<file path="src/logic/aof_cfg.svh">
`ifndef AOF_CFG_SVH
`define AOF_CFG_SVH
// ********************
// Register offsets
// ********************
`define AOF_OFS_GAIN_LO  7'h00
`define AOF_OFS_GAIN_HI  7'h01
`define AOF_OFS_MODE     7'h02
`define AOF_OFS_FINE     7'h03
`define AOF_OFS_OFFS_LO  7'h04
`define AOF_OFS_SYNC     7'h05
`define AOF_OFS_LVDS     7'h06
`define AOF_OFS_TEMP     7'h08
`define AOF_OFS_ID_FIRST 7'h17
`define AOF_OFS_ID_LAST  7'h1e
`define AOF_OFS_REV      7'h1f
// ********************
// Field positions
// ********************
`define AOF_BIT_DUAL 7
`define AOF_BIT_DIV4 6
`define AOF_BIT_OFS8 7
`define AOF_BIT_SYNC 0
`define AOF_BIT_TWOS 1
`define AOF_BIT_TEMP 2
`define AOF_TERM_LSB 0
`define AOF_DRV_LSB  2
`define AOF_BIT_SCR  4
`define AOF_PAT_LSB  5
// ********************
// Reset values and counts
// ********************
`define AOF_RST_GAIN   12'h800
`define AOF_RST_OFFSET 9'h100
`define AOF_RST_MODE   8'h00
`define AOF_RST_SYNC   8'h00
`define AOF_RST_LVDS   8'h00
`define AOF_PRBS_SEED  7'h7f
`define AOF_SPI_CMD    5'd8
`define AOF_SPI_FRAME  5'd16
`endif

</file>
<file path="src/logic/aof_pkg.sv">
package aof_pkg;
    typedef enum logic [1:0] {
        AOF_PAT_NONE   = 2'b00,
        AOF_PAT_TOGGLE = 2'b01,
        AOF_PAT_PRBS   = 2'b10,
        AOF_PAT_RSVD   = 2'b11
    } aof_pat_t;
    typedef enum logic [1:0] {
        AOF_TERM_NONE = 2'b00,
        AOF_TERM_100  = 2'b01,
        AOF_TERM_200  = 2'b10,
        AOF_TERM_OFF  = 2'b11
    } aof_term_t;
    typedef enum logic [1:0] {
        AOF_DRV_3P5 = 2'b00,
        AOF_DRV_2P5 = 2'b01,
        AOF_DRV_4P5 = 2'b10,
        AOF_DRV_5P5 = 2'b11
    } aof_drv_t;
    typedef enum logic [1:0] {
        AOF_SPI_IDLE = 2'b00,
        AOF_SPI_CMD  = 2'b01,
        AOF_SPI_DATA = 2'b10,
        AOF_SPI_DONE = 2'b11
    } aof_spi_t;
endpackage

</file>
<file path="src/logic/aof_top.sv">
// Operation
// - Forwarded clock comes from a divider of the input clock, half or quarter rate.
// - External reset pulse forces the divider to a known state and polarity.
// - Reset pin is captured high on the falling clock edge; early parts use rising.
// - Sync mode bit makes the range pin carry the sample marker instead.
// - Marker flags the sample present when the reset pin was captured high.
// - Marker appears on bus A in single-bus mode, bus B in dual-bus mode.
// - LVDS control selects 100 ohm, 200 ohm or no internal termination.
// - Driver current defaults to 3.5 mA, with 2.5, 4.5, 5.5 mA alternatives.
// - Range flag rises when the result falls below zero code or above full code.
// - Scramble mode XORs bits 11 to 1 with bit 0; bit 0 passes.
// - Toggle pattern drives all ones and all zeros on successive words.
// - In dual-bus mode toggle phase between buses is uncontrolled.
// - PRBS from seven-stage register, last two stages XORed into first.
// - PRBS generator is reloaded with its seed after every RST_B reset, not the reset pulse, and repeats its 127-bit period.
// - In PRBS mode all data outputs carry the same sequence bit.
// - Read-only 64-bit die identifier at die_ident_0..die_ident_7 and revision at die_revision.
// - Temperature sensor enable ignores global powerdown; reading at temperature_reading.
// - Offsets gain_adjust_a and gain_adjust_b hold a 12-bit gain code.
// - Offsets offset_fine_phase and offset_adjust_b hold a 9-bit offset code with trimmed default.
// - Offset bus_mode_coarse_phase holds coarse phase, offset_fine_phase holds fine phase.
// - Offset bus_mode_coarse_phase selects single-bus full rate or dual-bus alternating output.
// - Each bus carries twelve bits, highest bit most significant.
// - Offset sync_format_temp_ctrl selects two's complement or offset binary coding.
`timescale 1ns/1ps
`include "aof_cfg.svh"

module aof_fifo #(
    parameter int WIDTH = 14,
    parameter int DEPTH = 8
) (
    input  wire logic             clk,
    input  wire logic             rst_b,
    input  wire logic             in_valid,
    input  wire logic [WIDTH-1:0] in_data,
    output logic                  in_ready,
    output logic                  out_valid,
    output logic      [WIDTH-1:0] out_data,
    input  wire logic             out_ready
);
    localparam int AW = $clog2(DEPTH);
    logic [WIDTH-1:0] mem [DEPTH];
    logic [AW:0]      wr_ff;
    logic [AW:0]      rd_ff;
    logic             push;
    logic             pop;

    if (DEPTH < 2 || (1 << AW) != DEPTH) begin : g_chk
        $error("aof_fifo: DEPTH must be a power of two, at least 2");
    end

    assign in_ready  = (wr_ff - rd_ff) != (AW + 1)'(DEPTH);
    assign out_valid = wr_ff != rd_ff;
    assign out_data  = mem[rd_ff[AW-1:0]];
    assign push      = in_valid & in_ready;
    assign pop       = out_valid & out_ready;

    always_ff @(posedge clk) begin
        if (push) begin
            mem[wr_ff[AW-1:0]] <= in_data;
        end
    end

    always_ff @(posedge clk or negedge rst_b) begin
        if (!rst_b) begin
            wr_ff <= '0;
            rd_ff <= '0;
        end else begin
            wr_ff <= wr_ff + (AW + 1)'(push);
            rd_ff <= rd_ff + (AW + 1)'(pop);
        end
    end
endmodule // aof_fifo

module aof_top #(
    parameter bit          CAPTURE_RISE = 1'b0,
    parameter int          FIFO_DEPTH   = 8,
    parameter logic [63:0] DIE_ID       = 64'h0123_4567_89ab_cdef, // Arbitrary value
    parameter logic [7:0]  DIE_REV      = 8'h01,                   // Arbitrary value
    parameter logic [8:0]  OFFSET_TRIM  = `AOF_RST_OFFSET
) (
    input  wire logic        SYS_CLK,
    input  wire logic        RST_B,
    input  wire logic        RESET_PULSE,
    input  wire logic        SAMPLE_VALID,
    input  wire logic [13:0] RAW_CODE,
    output logic             SAMPLE_READY,
    input  wire logic        OUT_READY,
    output logic      [11:0] BUS_A_DATA,
    output logic      [11:0] BUS_B_DATA,
    output logic             RANGE_EXCEEDED_FLAG_A,
    output logic             RANGE_EXCEEDED_FLAG_B,
    output logic             FORWARDED_CLOCK_BUS_A,
    output logic             FORWARDED_CLOCK_BUS_B,
    input  wire logic        SPI_CS_B,
    input  wire logic        SPI_SCLK,
    input  wire logic        SPI_SDI,
    output logic             SPI_SDO,
    output logic             SPI_SDO_OE,
    output logic      [11:0] GAIN_CODE,
    output logic      [8:0]  OFFSET_CODE,
    output logic      [5:0]  COARSE_PHASE,
    output logic      [6:0]  FINE_PHASE,
    output logic             TERM_100_EN,
    output logic             TERM_200_EN,
    output logic      [1:0]  DRIVE_SEL,
    output logic             TEMP_SENSE_EN,
    input  wire logic [7:0]  TEMP_CODE,
    input  wire logic        POWERDOWN,
    output logic             CORE_PWR_EN
);
    // ********************
    // Pin synchronisers
    // ********************
    logic       rst_cap_ff, rst_sync_ff, rst_sync_d_ff, rst_rise;
    logic [2:0] spi_s1_ff, spi_s2_ff;
    logic       sclk_d_ff;
    logic [8:0] misc_s1_ff, misc_s2_ff;

    if (CAPTURE_RISE) begin : g_cap_rise
        always_ff @(posedge SYS_CLK or negedge RST_B) begin
            if (!RST_B) rst_cap_ff <= 1'b0;
            else rst_cap_ff <= RESET_PULSE;
        end
    end else begin : g_cap_fall
        always_ff @(negedge SYS_CLK or negedge RST_B) begin
            if (!RST_B) rst_cap_ff <= 1'b0;
            else rst_cap_ff <= RESET_PULSE;
        end
    end

    always_ff @(posedge SYS_CLK or negedge RST_B) begin
        if (!RST_B) begin
            rst_sync_ff   <= 1'b0;
            rst_sync_d_ff <= 1'b0;
            spi_s1_ff     <= 3'h1;
            spi_s2_ff     <= 3'h1;
            sclk_d_ff     <= 1'b0;
            misc_s1_ff    <= 9'h000;
            misc_s2_ff    <= 9'h000;
        end else begin
            rst_sync_ff   <= rst_cap_ff;
            rst_sync_d_ff <= rst_sync_ff;
            spi_s1_ff     <= {SPI_SDI, SPI_SCLK, SPI_CS_B};
            spi_s2_ff     <= spi_s1_ff;
            sclk_d_ff     <= spi_s2_ff[1];
            misc_s1_ff    <= {POWERDOWN, TEMP_CODE};
            misc_s2_ff    <= misc_s1_ff;
        end
    end
    assign rst_rise = rst_sync_ff & ~rst_sync_d_ff;

    // ********************
    // Register file
    // ********************
    logic [7:0] gain_lo_ff, mode_ff, fine_ff, offs_lo_ff, sync_ff, lvds_ff;
    logic [3:0] gain_hi_ff;
    logic       wr_stb;
    logic [6:0] wr_addr;
    logic [7:0] wr_data;
    logic       dual, div4, sync_mode;
    aof_pkg::aof_pat_t pat;

    always_ff @(posedge SYS_CLK or negedge RST_B) begin
        if (!RST_B) begin
            gain_lo_ff <= 8'(`AOF_RST_GAIN);
            gain_hi_ff <= 4'(`AOF_RST_GAIN >> 8);
            mode_ff    <= `AOF_RST_MODE;
            fine_ff    <= 8'h00;
            offs_lo_ff <= 8'h00;
            sync_ff    <= `AOF_RST_SYNC;
            lvds_ff    <= `AOF_RST_LVDS;
        end else if (wr_stb) begin
            case (wr_addr)
                `AOF_OFS_GAIN_LO: gain_lo_ff <= wr_data;
                `AOF_OFS_GAIN_HI: gain_hi_ff <= wr_data[3:0];
                `AOF_OFS_MODE:    mode_ff    <= wr_data;
                `AOF_OFS_FINE:    fine_ff    <= wr_data;
                `AOF_OFS_OFFS_LO: offs_lo_ff <= wr_data;
                `AOF_OFS_SYNC:    sync_ff    <= wr_data;
                `AOF_OFS_LVDS:    lvds_ff    <= wr_data;
                default: ;
            endcase
        end
    end

    // Offset code starts at the trimmed value; a write replaces it
    logic       offs_trim_ff;
    always_ff @(posedge SYS_CLK or negedge RST_B) begin
        if (!RST_B) offs_trim_ff <= 1'b1;
        else if (wr_stb && (wr_addr == `AOF_OFS_FINE || wr_addr == `AOF_OFS_OFFS_LO)) offs_trim_ff <= 1'b0;
    end

    assign GAIN_CODE     = {gain_hi_ff, gain_lo_ff};
    assign OFFSET_CODE   = offs_trim_ff ? OFFSET_TRIM
                                        : {fine_ff[`AOF_BIT_OFS8], offs_lo_ff};
    assign COARSE_PHASE  = mode_ff[5:0];
    assign FINE_PHASE    = fine_ff[6:0];
    assign TERM_100_EN   = lvds_ff[`AOF_TERM_LSB+:2] == aof_pkg::AOF_TERM_100;
    assign TERM_200_EN   = lvds_ff[`AOF_TERM_LSB+:2] == aof_pkg::AOF_TERM_200;
    assign DRIVE_SEL     = lvds_ff[`AOF_DRV_LSB+:2];
    assign TEMP_SENSE_EN = sync_ff[`AOF_BIT_TEMP];
    assign CORE_PWR_EN   = ~misc_s2_ff[8];
    assign dual          = mode_ff[`AOF_BIT_DUAL];
    assign div4          = mode_ff[`AOF_BIT_DIV4] & dual;
    assign sync_mode     = sync_ff[`AOF_BIT_SYNC];
    assign pat           = aof_pkg::aof_pat_t'(lvds_ff[`AOF_PAT_LSB+:2]);

    function automatic logic [7:0] rd_mux(input logic [6:0] a);
        logic [6:0] idx;
        idx = a - `AOF_OFS_ID_FIRST;
        case (a)
            `AOF_OFS_GAIN_LO: rd_mux = gain_lo_ff;
            `AOF_OFS_GAIN_HI: rd_mux = {4'h0, gain_hi_ff};
            `AOF_OFS_MODE:    rd_mux = mode_ff;
            `AOF_OFS_FINE:    rd_mux = {OFFSET_CODE[8], fine_ff[6:0]};
            `AOF_OFS_OFFS_LO: rd_mux = OFFSET_CODE[7:0];
            `AOF_OFS_SYNC:    rd_mux = sync_ff;
            `AOF_OFS_LVDS:    rd_mux = lvds_ff;
            `AOF_OFS_TEMP:    rd_mux = misc_s2_ff[7:0];
            `AOF_OFS_REV:     rd_mux = DIE_REV;
            default: begin
                if (a >= `AOF_OFS_ID_FIRST && a <= `AOF_OFS_ID_LAST) rd_mux = DIE_ID[{idx[2:0], 3'h0}+:8];
                else rd_mux = 8'h00;
            end
        endcase
    endfunction

    // ********************
    // Serial port slave
    // ********************
    aof_pkg::aof_spi_t spi_st_ff;
    logic [4:0]  bit_cnt_ff;
    logic [15:0] sh_in_ff;
    logic [7:0]  sh_out_ff;
    logic        cs_act, sclk_rise, sclk_fall, is_rd, rd_cmd_ff;

    assign cs_act    = ~spi_s2_ff[0];
    assign sclk_rise = spi_s2_ff[1] & ~sclk_d_ff;
    assign sclk_fall = ~spi_s2_ff[1] & sclk_d_ff;
    assign is_rd     = rd_cmd_ff;
    assign wr_addr   = sh_in_ff[14:8];
    assign wr_data   = sh_in_ff[7:0];
    assign wr_stb    = (spi_st_ff == aof_pkg::AOF_SPI_DONE) && (bit_cnt_ff == `AOF_SPI_FRAME) && !is_rd;

    always_ff @(posedge SYS_CLK or negedge RST_B) begin
        if (!RST_B) begin
            spi_st_ff  <= aof_pkg::AOF_SPI_IDLE;
            bit_cnt_ff <= 5'd0;
            sh_in_ff   <= 16'h0000;
        end else if (!cs_act) begin
            spi_st_ff  <= aof_pkg::AOF_SPI_IDLE;
            bit_cnt_ff <= 5'd0;
        end else begin
            case (spi_st_ff)
                aof_pkg::AOF_SPI_IDLE: spi_st_ff <= aof_pkg::AOF_SPI_CMD;
                aof_pkg::AOF_SPI_CMD, aof_pkg::AOF_SPI_DATA: begin
                    if (sclk_rise) begin
                        sh_in_ff   <= {sh_in_ff[14:0], spi_s2_ff[2]};
                        bit_cnt_ff <= bit_cnt_ff + 5'd1;
                        if (bit_cnt_ff == `AOF_SPI_CMD - 5'd1) spi_st_ff <= aof_pkg::AOF_SPI_DATA;
                        if (bit_cnt_ff == `AOF_SPI_FRAME - 5'd1) spi_st_ff <= aof_pkg::AOF_SPI_DONE;
                    end
                end
                aof_pkg::AOF_SPI_DONE: bit_cnt_ff <= 5'd0;
                default: spi_st_ff <= aof_pkg::AOF_SPI_IDLE;
            endcase
        end
    end

    // Direction bit is kept for the whole frame to gate the data driver
    always_ff @(posedge SYS_CLK or negedge RST_B) begin
        if (!RST_B) rd_cmd_ff <= 1'b0;
        else if (spi_st_ff == aof_pkg::AOF_SPI_CMD && sclk_rise && bit_cnt_ff == 5'd0)
            rd_cmd_ff <= spi_s2_ff[2];
    end

    // Read data loads after the command byte and shifts out on falling edges
    always_ff @(posedge SYS_CLK or negedge RST_B) begin
        if (!RST_B) sh_out_ff <= 8'h00;
        else if (spi_st_ff == aof_pkg::AOF_SPI_CMD && sclk_rise && bit_cnt_ff == `AOF_SPI_CMD - 5'd1)
            sh_out_ff <= rd_mux({sh_in_ff[5:0], spi_s2_ff[2]}); // Last address bit arrives on this edge
        else if (spi_st_ff == aof_pkg::AOF_SPI_DATA && sclk_fall) sh_out_ff <= {sh_out_ff[6:0], 1'b0};
    end
    assign SPI_SDO    = sh_out_ff[7];
    assign SPI_SDO_OE = cs_act && spi_st_ff == aof_pkg::AOF_SPI_DATA && is_rd;

    // ********************
    // Sample formatting
    // ********************
    logic [11:0] clamp;
    logic        rng, mark_pend_ff, accept;
    logic [13:0] fifo_in, fifo_out;
    logic        fifo_ov, pop;

    always_comb begin
        rng   = RAW_CODE[13] || RAW_CODE[12];
        clamp = RAW_CODE[13] ? 12'h000 : (RAW_CODE[12] ? 12'hfff : RAW_CODE[11:0]);
        if (sync_ff[`AOF_BIT_TWOS]) clamp[11] = ~clamp[11];
    end
    assign accept  = SAMPLE_VALID & SAMPLE_READY;
    assign fifo_in = {rst_rise | mark_pend_ff, rng, clamp};

    // Marker waits for the next sample if none is present at capture
    always_ff @(posedge SYS_CLK or negedge RST_B) begin
        if (!RST_B) mark_pend_ff <= 1'b0;
        else if (rst_rise && !accept) mark_pend_ff <= 1'b1;
        else if (accept) mark_pend_ff <= 1'b0;
    end

    aof_fifo #(.WIDTH(14), .DEPTH(FIFO_DEPTH)) u_fifo (
        .clk       (SYS_CLK),
        .rst_b     (RST_B),
        .in_valid  (SAMPLE_VALID),
        .in_data   (fifo_in),
        .in_ready  (SAMPLE_READY),
        .out_valid (fifo_ov),
        .out_data  (fifo_out),
        .out_ready (OUT_READY)
    );
    assign pop = fifo_ov & OUT_READY;

    // ********************
    // Pattern generators
    // ********************
    logic [6:0] prbs_ff;
    logic       seeded_ff, tog_a_ff, tog_b_ff, sel_b_ff, ld_a, ld_b;

    always_ff @(posedge SYS_CLK or negedge RST_B) begin
        if (!RST_B) seeded_ff <= 1'b0;
        else seeded_ff <= 1'b1;
    end
    // Advances on each pop, loaded with the seed after every RST_B reset (not the reset pulse) so it can never lock at zero
    always_ff @(posedge SYS_CLK) begin
        if (!seeded_ff) prbs_ff <= `AOF_PRBS_SEED;
        else if (pop) prbs_ff <= {prbs_ff[5:0], prbs_ff[6] ^ prbs_ff[5]};
    end

    assign ld_a = pop & (~dual | ~sel_b_ff);
    assign ld_b = pop & dual & sel_b_ff;

    always_ff @(posedge SYS_CLK or negedge RST_B) begin
        if (!RST_B) begin
            sel_b_ff <= 1'b0;
            tog_a_ff <= 1'b0;
            tog_b_ff <= 1'b0;
        end else begin
            sel_b_ff <= dual & (sel_b_ff ^ pop);
            tog_a_ff <= tog_a_ff ^ ld_a;
            tog_b_ff <= tog_b_ff ^ ld_b;
        end
    end

    function automatic logic [11:0] fmt(input logic [11:0] d, input logic tog);
        case (pat)
            aof_pkg::AOF_PAT_TOGGLE: fmt = {12{tog}};
            aof_pkg::AOF_PAT_PRBS:   fmt = {12{prbs_ff[6]}};
            default: fmt = lvds_ff[`AOF_BIT_SCR] ? {d[11:1] ^ {11{d[0]}}, d[0]} : d;
        endcase
    endfunction

    // ********************
    // Output buses
    // ********************
    always_ff @(posedge SYS_CLK or negedge RST_B) begin
        if (!RST_B) begin
            BUS_A_DATA            <= 12'h000;
            BUS_B_DATA            <= 12'h000;
            RANGE_EXCEEDED_FLAG_A <= 1'b0;
            RANGE_EXCEEDED_FLAG_B <= 1'b0;
        end else begin
            if (ld_a) begin
                BUS_A_DATA            <= fmt(fifo_out[11:0], tog_a_ff);
                RANGE_EXCEEDED_FLAG_A <= sync_mode ? (~dual & fifo_out[13]) : fifo_out[12];
            end
            if (ld_b) begin
                BUS_B_DATA            <= fmt(fifo_out[11:0], tog_b_ff);
                RANGE_EXCEEDED_FLAG_B <= sync_mode ? fifo_out[13] : fifo_out[12];
            end
            if (!dual) RANGE_EXCEEDED_FLAG_B <= 1'b0;
        end
    end

    // ********************
    // Forwarded clock divider
    // ********************
    logic [1:0] div_ff, nxt_div;
    assign nxt_div = rst_sync_ff ? 2'b00 : div_ff + 2'b01;

    always_ff @(posedge SYS_CLK or negedge RST_B) begin
        if (!RST_B) begin
            div_ff                <= 2'b00;
            FORWARDED_CLOCK_BUS_A <= 1'b0;
            FORWARDED_CLOCK_BUS_B <= 1'b0;
        end else begin
            div_ff                <= nxt_div;
            FORWARDED_CLOCK_BUS_A <= div4 ? nxt_div[1] : nxt_div[0];
            FORWARDED_CLOCK_BUS_B <= dual & (div4 ? nxt_div[1] : nxt_div[0]);
        end
    end
endmodule // aof_top

</file>
<file path="config.mk">
export PLATFORM = sky130hd
export DESIGN_NAME = aof_top
export DESIGN_NICKNAME = d
export VERILOG_FILES = /design/src/logic/aof_pkg.sv /design/src/logic/aof_top.sv
export VERILOG_INCLUDE_DIRS = /design/src /design/src/logic
export SDC_FILE = /design/constraint.sdc
export NUM_CORES = 1
export LEC_CHECK = 0
export ABC_CLOCK_PERIOD_IN_PS = 3800
export BUFFER_PORTS_ARGS = -buffer_cell sky130_fd_sc_hd__buf_4
export CAP_MARGIN = 20
export CORE_ASPECT_RATIO = 2
export CORE_UTILIZATION = 54
export CTS_CLUSTER_SIZE = 20
export DETAILED_ROUTE_END_ITERATION = 8
export PLACE_DENSITY = 0.86
export SETUP_SLACK_MARGIN = 0.5
export SYNTH_ARGS = -nofsm -noshare
export SYNTH_HDL_FRONTEND = slang
export SYNTH_HIERARCHICAL = 1
export SYNTH_SLANG_ARGS = --single-unit
</file>
<file path="constraint.sdc">
create_clock -name SYS_CLK -period 3.8 [get_ports SYS_CLK]
set_input_delay 0.38 -clock SYS_CLK [delete_from_list [all_inputs] [get_ports SYS_CLK]]
set_output_delay 0.38 -clock SYS_CLK [all_outputs]
set_load 0.02 [all_outputs]
</file>
==> PnR_summary.wiki, run 1 <==
{| class="wikitable"
! Metric !! Value
|-
| Syn Std Cell Area || between 10000 and 15000 um^2
|-
| Post-layout net count || a little over 1000
|-
| Total global routing track utilization || 23.8%
|-
| Post-layout minimum cycle time || 2.96 ns
|-
| Ordered cell list for the critical path || inv_1, ha_1, xor3_1, nor4_1, o211ai_1, buf_4
|-
| Deepest clock path buffer count || 3
|-
| Leading cell type in the layout, fill and taps excluded || dfrtp_1
|-
| Average instance area after synthesis || 13.7 um^2
|-
| Global route total overflow || 0
|-
| Max-cap violations || 0
|-
| Final count of pins violating max slew || 0
|-
| Clock transition at the register clock pins on the worst setup and hold paths after CTS || ~0.070 ns
|-
| Synth cell types || 73
|-
| Synth Area in Compound Gates || under 10%
|-
| Detailed-route via count || slightly above 7000
|-
| Outcome || complete, no violations
|-
| Crit path buf inv count || 2
|-
| Multiplexer share of the synthesized area || between 10% and 20%
|-
| Max Clk Rate || around 340 MHz
|-
| Average via count per standard cell || between 5 and 6
|-
| Postcts setup bufs || 0
|-
| Cell count after placement || approximately 1200
|-
| Most frequent cells in the layout || dfrtp_1 (149), buf_4 (118), edfxtp_1 (112)
|-
| Number of cell instances on the worst register-to-register path || 8
|-
| Count of flip-flops with a built-in enable after synthesis || 112
|-
| Average routed wire per standard cell || 20.6 um
|-
| Element type at the critical path end || output port
|-
| Number of nets still failing antenna checks after routing || 0
|-
| Placeable core region || roughly 21000 um^2
|-
| Vertical die dimension || ~210 um
|-
| Antenna violations before repair || 0
|-
| Crit path launch type || flip-flop
|-
| Die footprint || 22500 um^2
|-
| Root cell of the clock tree || clkbuf_16
|-
| Unrepaired setup endpoints after global routing || no
|-
| Dominant register cell in the synthesized netlist || dfrtp_1
|-
| Maximum number of pins on one net before global-route repair || 81
|-
| Cells on Worst Hold Path || 2
|-
| Area share of the largest cell type after synthesis || 31.8%
|-
| Worst-path maximum fanout || 15
|-
| Number of cells on the critical path || 6
|-
| Remaining design rule violation count || 0
|-
| Pwr/cell area || 639 nW/um^2
|-
| Number of flip-flops and latches in the synthesized netlist || roughly 270
|-
| Fraction of the mapped netlist area in adder cells || between 2 and 2.5%
|-
| Proportion of layout cells with a drive suffix above 1 || 30.2%
|-
| Share of flip-flops with an asynchronous set or reset after synthesis || between 50 and 60%
|-
| Final setup TNS || 0 ns
|-
| H-tree levels || 1
|-
| Die X || about 110 um
|-
| Leakage power || approximately 6 nW
|-
| Count of input and output buffers || between 100 and 150
|-
| Setup Viol. Count Final || 0
|-
| Clock tree from TritonCTS || built
|-
| Tightest slew margin relative to the limit || between 40% and 50%
|-
| Worst hold-check path type || in -> reg
|-
| Detail Placement HPWL || ~18 mm
|-
| Simple-gate area share of the yosys netlist || ~11%
|-
| Initial detailed-routing violation count || ~460
|-
| Cells resized by post-CTS repair || 0
|-
| Final hold violation count || 0
|-
| WS Path Type || reg -> out
|-
| Count of hold-fix buffers inserted at cts || 13
|-
| Critical path's slowest cell || xor3_1
|-
| Fill cell count || ~1600
|-
| WP data required || 3.42 ns
|-
| Largest delay share family, worst path || buffers and inverters
|-
| Via count of the first global-routing pass || about 7500
|-
| Max incr delay on CP || roughly 0.46 ns
|-
| Number of antenna diodes || 0
|-
| GPL Wtd Cong || ~0.94
|-
| Number of synthesis warnings || 6
|-
| Largest area contributor in the synthesized netlist || dfrtp_1
|-
| Final Cycle Share || 77.8%
|-
| Later-pin clock latency in the skew report || about 0.52 ns
|-
| Cell types with the largest area share after synthesis || dfrtp_1 (32%), edfxtp_1 (29%), mux2_2 (7.0%)
|-
| First-pass DRT Iterations || 5
|-
| Routed WL || ~26 mm
|-
| Number of buffers created by CTS || 24
|-
| Sequential-to-total area share from yosys stat || between 60% and 70%
|-
| Worst vdd rail ir drop || roughly 0.56 mV
|-
| Xor/xnor cell area share of the yosys netlist || 1.91%
|-
| Global-route wire length before repair || 40.7 mm
|-
| Final instance count without filler cells || around 1300
|-
| Post-synth net total || roughly 910
|-
| Number of clock sinks seen by CTS || 274
|-
| Slew of the pin with the lowest slew margin || about 0.75 ns
|-
| Number of rows in the core area || 76
|-
| Initial core utilization || ~55%
|-
| Main combinational cell family by area after synthesis || multiplexers
|-
| Arr. time, crit path || between 2 and 3 ns
|-
| # IOs || between 100 and 150
|-
| Worst Skew || slightly below 0.009 ns
|-
| Signed area change from the synthesized netlist to the final layout || 17.4%
|-
| Number of instances in the synthesized netlist || around 860
|}
sequential cells by signal (all words and copies together), names as in the netlist, 9 cells and up:
| register | count |
|---|---|
| sh_in_ff | 15 |
| BUS_A_DATA | 12 |
| misc_s2_ff | 9 |
| BUS_B_DATA | 12 |
| misc_s1_ff | 9 |
| u_fifo/mem | 112 |
synthesized netlist by cell type, drive strengths merged, types with 5 or more instances:
master	instances
a21oi	35
a221oi	5
a22oi	7
a32oi	5
and3	9
buf	37
clkbuf	21
dfrtp	150
dfxtp	7
edfxtp	112
ha	20
inv	17
mux2	73
mux2i	5
mux4	28
nand2	96
nand2b	5
nand3	16
nand3b	6
nor2	64
nor2b	16
nor3	6
nor4	13
o21ai	17
xnor2	16
xor2	7
stage by stage:
| step | area [um^2] | utilization, % | power (mW) | worst slack (ns) | hold slack, ns |
|---|---|---|---|---|---|
| after CTS | 13800 | 64.3 | 8.89 | 0.797 | 0.0682 |
| after floorplan | 11800 | - | 5.45 | 0.229 | 0.0844 |
| after global placement | 12800 | 59.5 | 6.01 | 1.01 | 0.292 |
| after detailed placement | 12800 | 59.5 | 6.13 | 0.895 | 0.292 |
| final | 13800 | 64.4 | 8.84 | 0.845 | 0.0804 |
| after global routing | 13800 | 64.4 | 9.24 | 0.747 | 0.0856 |
final cells by class:
| class | count | area (um^2) | share of cell area [%] |
|---|---|---|---|
| clock buffers | 33 | 741 | 5.35 |
| clock inverters | 11 | 163 | 1.18 |
| inverters | 17 | 63.8 | 0.461 |
| multi-input cells | 514 | 4090 | 29.5 |
| flip-flops and latches | 274 | 7390 | 53.4 |
| well taps | 273 | 342 | 2.47 |
| repair buffers | 133 | 1050 | 7.62 |
per-layer routing:
metal	vias to the layer above	GRT usage [%]	share of wire, %
met5	-	0	0
met4	0	12.7	5.3
met3	64	2.90	3.9
met2	210	46.0	57
met1	3617	24.5	34
li1	3315	-	-
path summary, 6_finish.rpt:
kind	start	to	slack [ns]
worst min-delay path	SAMPLE_VALID	mark_pend_ff	0.08
worst max-delay path	u_fifo/rd_ff[2]	SAMPLE_READY	0.84
worst max register to register	u_fifo/rd_ff[2]	u_fifo/wr_ff[2]	0.87
min in group asynchronous	RST_B	misc_s1_ff[8]	0.32
max in group asynchronous	RST_B	rst_cap_ff	1.42
worst min register to register	misc_s1_ff[3]	misc_s2_ff[3]	0.34
cells by family (layout without fill, tap and decap cells):
kind of cell             Yosys count  count (layout)
AO/OA/AOI/OAI                    110             110
multiplexers                     106             106
other                              1               1
XOR/XNOR                          24              24
buffers and inverters             75             194
AND/OR/NAND/NOR                  253             253
adder cells (fa/ha/maj)           20              20
flip-flops                       274             274
report_power, final:
group          internal [mW]  switching (mW)  leakage, nW
sequential              3.49           0.279         3.10
combinational           1.01            1.35         2.40
clock                   1.64            1.07        0.431
No activity file was read; power rests on OpenSTA's default activity.
==> run 2, diff against run 1 <==
Settings changed: ABC_CLOCK_PERIOD_IN_PS 3800 to 3050, CORE_UTILIZATION 54 to 60, PLACE_DENSITY 0.86 to 0.9.
Clock period 3.8 ns to 3.05 ns, I/O delays scaled along.
==> PnR_summary.wiki, run 2 (synthesis gave the netlist of run 1 again) <==
{| class="wikitable"
! Metric !! Value
|-
| Hold worst-path end || mark_pend_ff
|-
| Ordered cell list for the critical path || ha_1, nor2b_4, o211a_1, o211ai_1, buf_4
|-
| RR Startpoint || u_fifo/rd_ff[0]
|-
| Final count of pins violating max slew || 0 (unchanged)
|-
| Switching Power || 3.56 mW (+32%)
|-
| Net switching fraction of the power || 32.5% (+2.0 points)
|-
| Tightest slew margin relative to the limit || 51.0% (+1.4 points)
|-
| End of the worst register-to-register path || u_fifo/wr_ff[2]
|-
| Cells on Worst Hold Path || 2 (unchanged)
|-
| H-tree levels || 1 (unchanged)
|-
| Element type at the critical path end || output port
|-
| Final Cycle Share || just over 80%
|-
| Total non-filler cell area in the finished layout || 13800 um^2 (about the same)
|-
| Critical path launch point || u_fifo/wr_ff[1]
|-
| Final instance count without filler cells || 1245 (-0.80%)
|-
| Number of clock sinks seen by CTS || 274 (unchanged)
|-
| Worst vdd rail ir drop || 0.741 mV (+31%)
|-
| Worst hold-check path type || in -> reg
|-
| Most frequent cells in the layout || dfrtp_1 (148), buf_4 (125), edfxtp_1 (112)
|-
| Average routed wire per standard cell || 22.3 um (+8.5%)
|-
| Final hold violation count || 0 (unchanged)
|-
| Routed WL || 27.8 mm (+7.6%)
|-
| Clock transition at the register clock pins on the worst setup and hold paths after CTS || 0.07 ns (about the same)
|-
| Critical path's slowest cell || dfrtp_2
|-
| Fill cell count || 1296 (-17%)
|-
| Deepest clock path buffer count || 3 (unchanged)
|-
| Die X || 101 um (-5.0%)
|-
| Internal || 7.38 mW (+20%)
|-
| Pwr/cell area || 791 nW/um^2 (+24%)
|-
| Max-cap violations || 0 (unchanged)
|-
| Post-layout net count || 1020 (+0.49%)
|-
| Global-route wire length before repair || 43.8 mm (+7.6%)
|-
| Placeable core region || 19300 um^2 (-10%)
|-
| Combinational group share of total power || 29.5% (+2.9 points)
|-
| Number of buffers created by CTS || 23 (-4.2%)
|-
| Global route total overflow || 0 (unchanged)
|-
| Number of antenna diodes || 0 (unchanged)
|-
| Crit path launch type || flip-flop
|-
| Unrepaired setup endpoints after global routing || no
|-
| Post-route worst hold slack || 0.0249 ns (-0.0555 ns)
|-
| Placement-stage cell area || 12900 um^2 (+1.2%)
|-
| Number of nets still failing antenna checks after routing || 0 (unchanged)
|-
| Final standard cell utilization of the core || 71.8% (+7.4 points)
|-
| Arr. time, crit path || 2.15 ns (-0.43 ns)
|-
| Initial core utilization || 61.1% (+6.3 points)
|-
| Detailed-route via count || 7425 (+3.0%)
|-
| Number of cell instances on the worst register-to-register path || 7 (-1)
|-
| First-pass DRT Iterations || 5 (unchanged)
|-
| Later-pin clock latency in the skew report || 0.52 ns (about the same)
|-
| Worst-path maximum fanout || 7 (-8)
|-
| Initial detailed-routing violation count || 437 (-5.8%)
|-
| Signed area change from the synthesized netlist to the final layout || 17.4% (about the same)
|-
| Slew of the pin with the lowest slew margin || 0.730 ns (-0.0194 ns)
|-
| Outcome || complete, no violations
|-
| Number of flip-flops in the largest register || 112 (unchanged)
|-
| Leakage power || 5.88 nW (-0.82%)
|-
| Register-to-register setup slack || 0.64 ns (-0.23 ns)
|-
| Clk pwr share || 27.1% (-3.6 points)
|-
| Post-layout minimum cycle time || between 2 and 2.5 ns
|-
| Clock tree from TritonCTS || built
|-
| Total global routing track utilization || 29.0% (+5.2 points)
|-
| Average via count per standard cell || 5.96 (+3.9%)
|-
| Antenna violations before repair || 0 (unchanged)
|-
| Number of rows in the core area || 72 (-5.3%)
|-
| Worst Skew || 0.00933 ns (+0.000421 ns)
|-
| GPL Wtd Cong || 0.996 (+5.6%)
|-
| Max incr delay on CP || 0.46 ns (about the same)
|-
| Maximum number of pins on one net before global-route repair || 59 (-27%)
|-
| Root cell of the clock tree || clkbuf_16
|-
| Die footprint || 20200 um^2 (-9.9%)
|-
| Postcts setup bufs || 0 (unchanged)
|-
| Vertical die dimension || 200 um (-5.1%)
|-
| Leading cell type in the layout, fill and taps excluded || dfrtp_1
|-
| Fraction of power consumed by sequential logic || 43.4% (+0.7 points)
|-
| Min-delay src || SAMPLE_VALID
|-
| Cell count after placement || 1190 (-0.58%)
|-
| Remaining design rule violation count || 0 (unchanged)
|-
| Count of input and output buffers || 101 (unchanged)
|-
| Final setup TNS || 0 ns (unchanged)
|-
| Max Clk Rate || 407 MHz
|-
| Setup Viol. Count Final || 0 (unchanged)
|-
| Via count of the first global-routing pass || 8088 (+7.4%)
|-
| Proportion of layout cells with a drive suffix above 1 || 31.3% (+1.1 points)
|-
| # IOs || 102 (unchanged)
|-
| Detail Placement HPWL || 19.9 mm (+9.1%)
|-
| WP data required || 2.74 ns (-0.68 ns)
|-
| WS Path Type || reg -> out
|}
run 2: changes by cell type in the layout (fill, tap and decap cells not counted), moves of 3 or more:
cell       previous run  this run
nor4_2                9         1
clkbuf_16            28        23
nor4_4                3        11
buf_4               118       125
ha_1                 20        17
run 2: power groups by stage:
| stage | logic, mW | clock network, mW | registers (mW) |
|---|---|---|---|
| floorplan | 2.28 | 0 | 4.71 |
| global route | 3.46 | 3.16 | 4.80 |
| finish | 3.23 | 2.97 | 4.75 |
| detailed placement | 3.18 | 0 | 4.80 |
| global placement | 3.04 | 0 | 4.78 |
| CTS | 3.23 | 3.01 | 4.74 |
run 2: layer usage:
metal | global-route usage (%) | routed length, um | up-vias
met3 | 3.91 | 1310 | 107
met1 | 30.7 | 9140 | 3704
met4 | 20.0 | 2130 | 0
li1 | - | - | 3320
met5 | 0 | 0 | -
met2 | 51.9 | 15200 | 294
run 2: repair_timing:
action                                  CTS  global route
endpoints found under the setup margin   18            28
resized for setup                         2             5
hold buffers                             13             0
pin swaps                                 0             0
hold endpoints to repair                 62             0
run 2: layout make-up:
type | count | area (um^2) | area share (%)
flip-flops and latches | 274 | 7390 | 53.4
repair buffers | 139 | 1080 | 7.81
clock buffers | 28 | 604 | 4.37
multi-input cells | 514 | 4210 | 30.4
clock inverters | 14 | 158 | 1.14
well taps | 259 | 324 | 2.34
inverters | 17 | 68.8 | 0.497
run 2: worst max-delay path by stage:
stage | end | slack, ns
5_1_grt | BUS_A_DATA[4] | 0.51
2_1_floorplan | u_fifo/wr_ff[2] | 0.39
6_report | SAMPLE_READY | 0.59
3_3_place_gp | BUS_A_DATA[0] | 0.55
3_5_place_dp | BUS_A_DATA[10] | 0.47
4_1_cts | BUS_B_DATA[7] | 0.51
run 2: critical path: cells and delay by family (launching register included):
| family | cells | cell delay (ns) |
|---|---|---|
| buf+inv | 1 | 0.19 |
| flops | 1 | 0.46 |
| fa+ha+maj | 1 | 0.36 |
| simple gates | 1 | 0.16 |
| compound gates | 2 | 0.47 |
run 2: stage by stage:
step | worst slack, ns | power (mW)
final | 0.593 | 10.9
after global routing | 0.509 | 11.4
after detailed placement | 0.469 | 7.99
after CTS | 0.513 | 11.0
after floorplan | 0.387 | 6.99
after global placement | 0.550 | 7.81
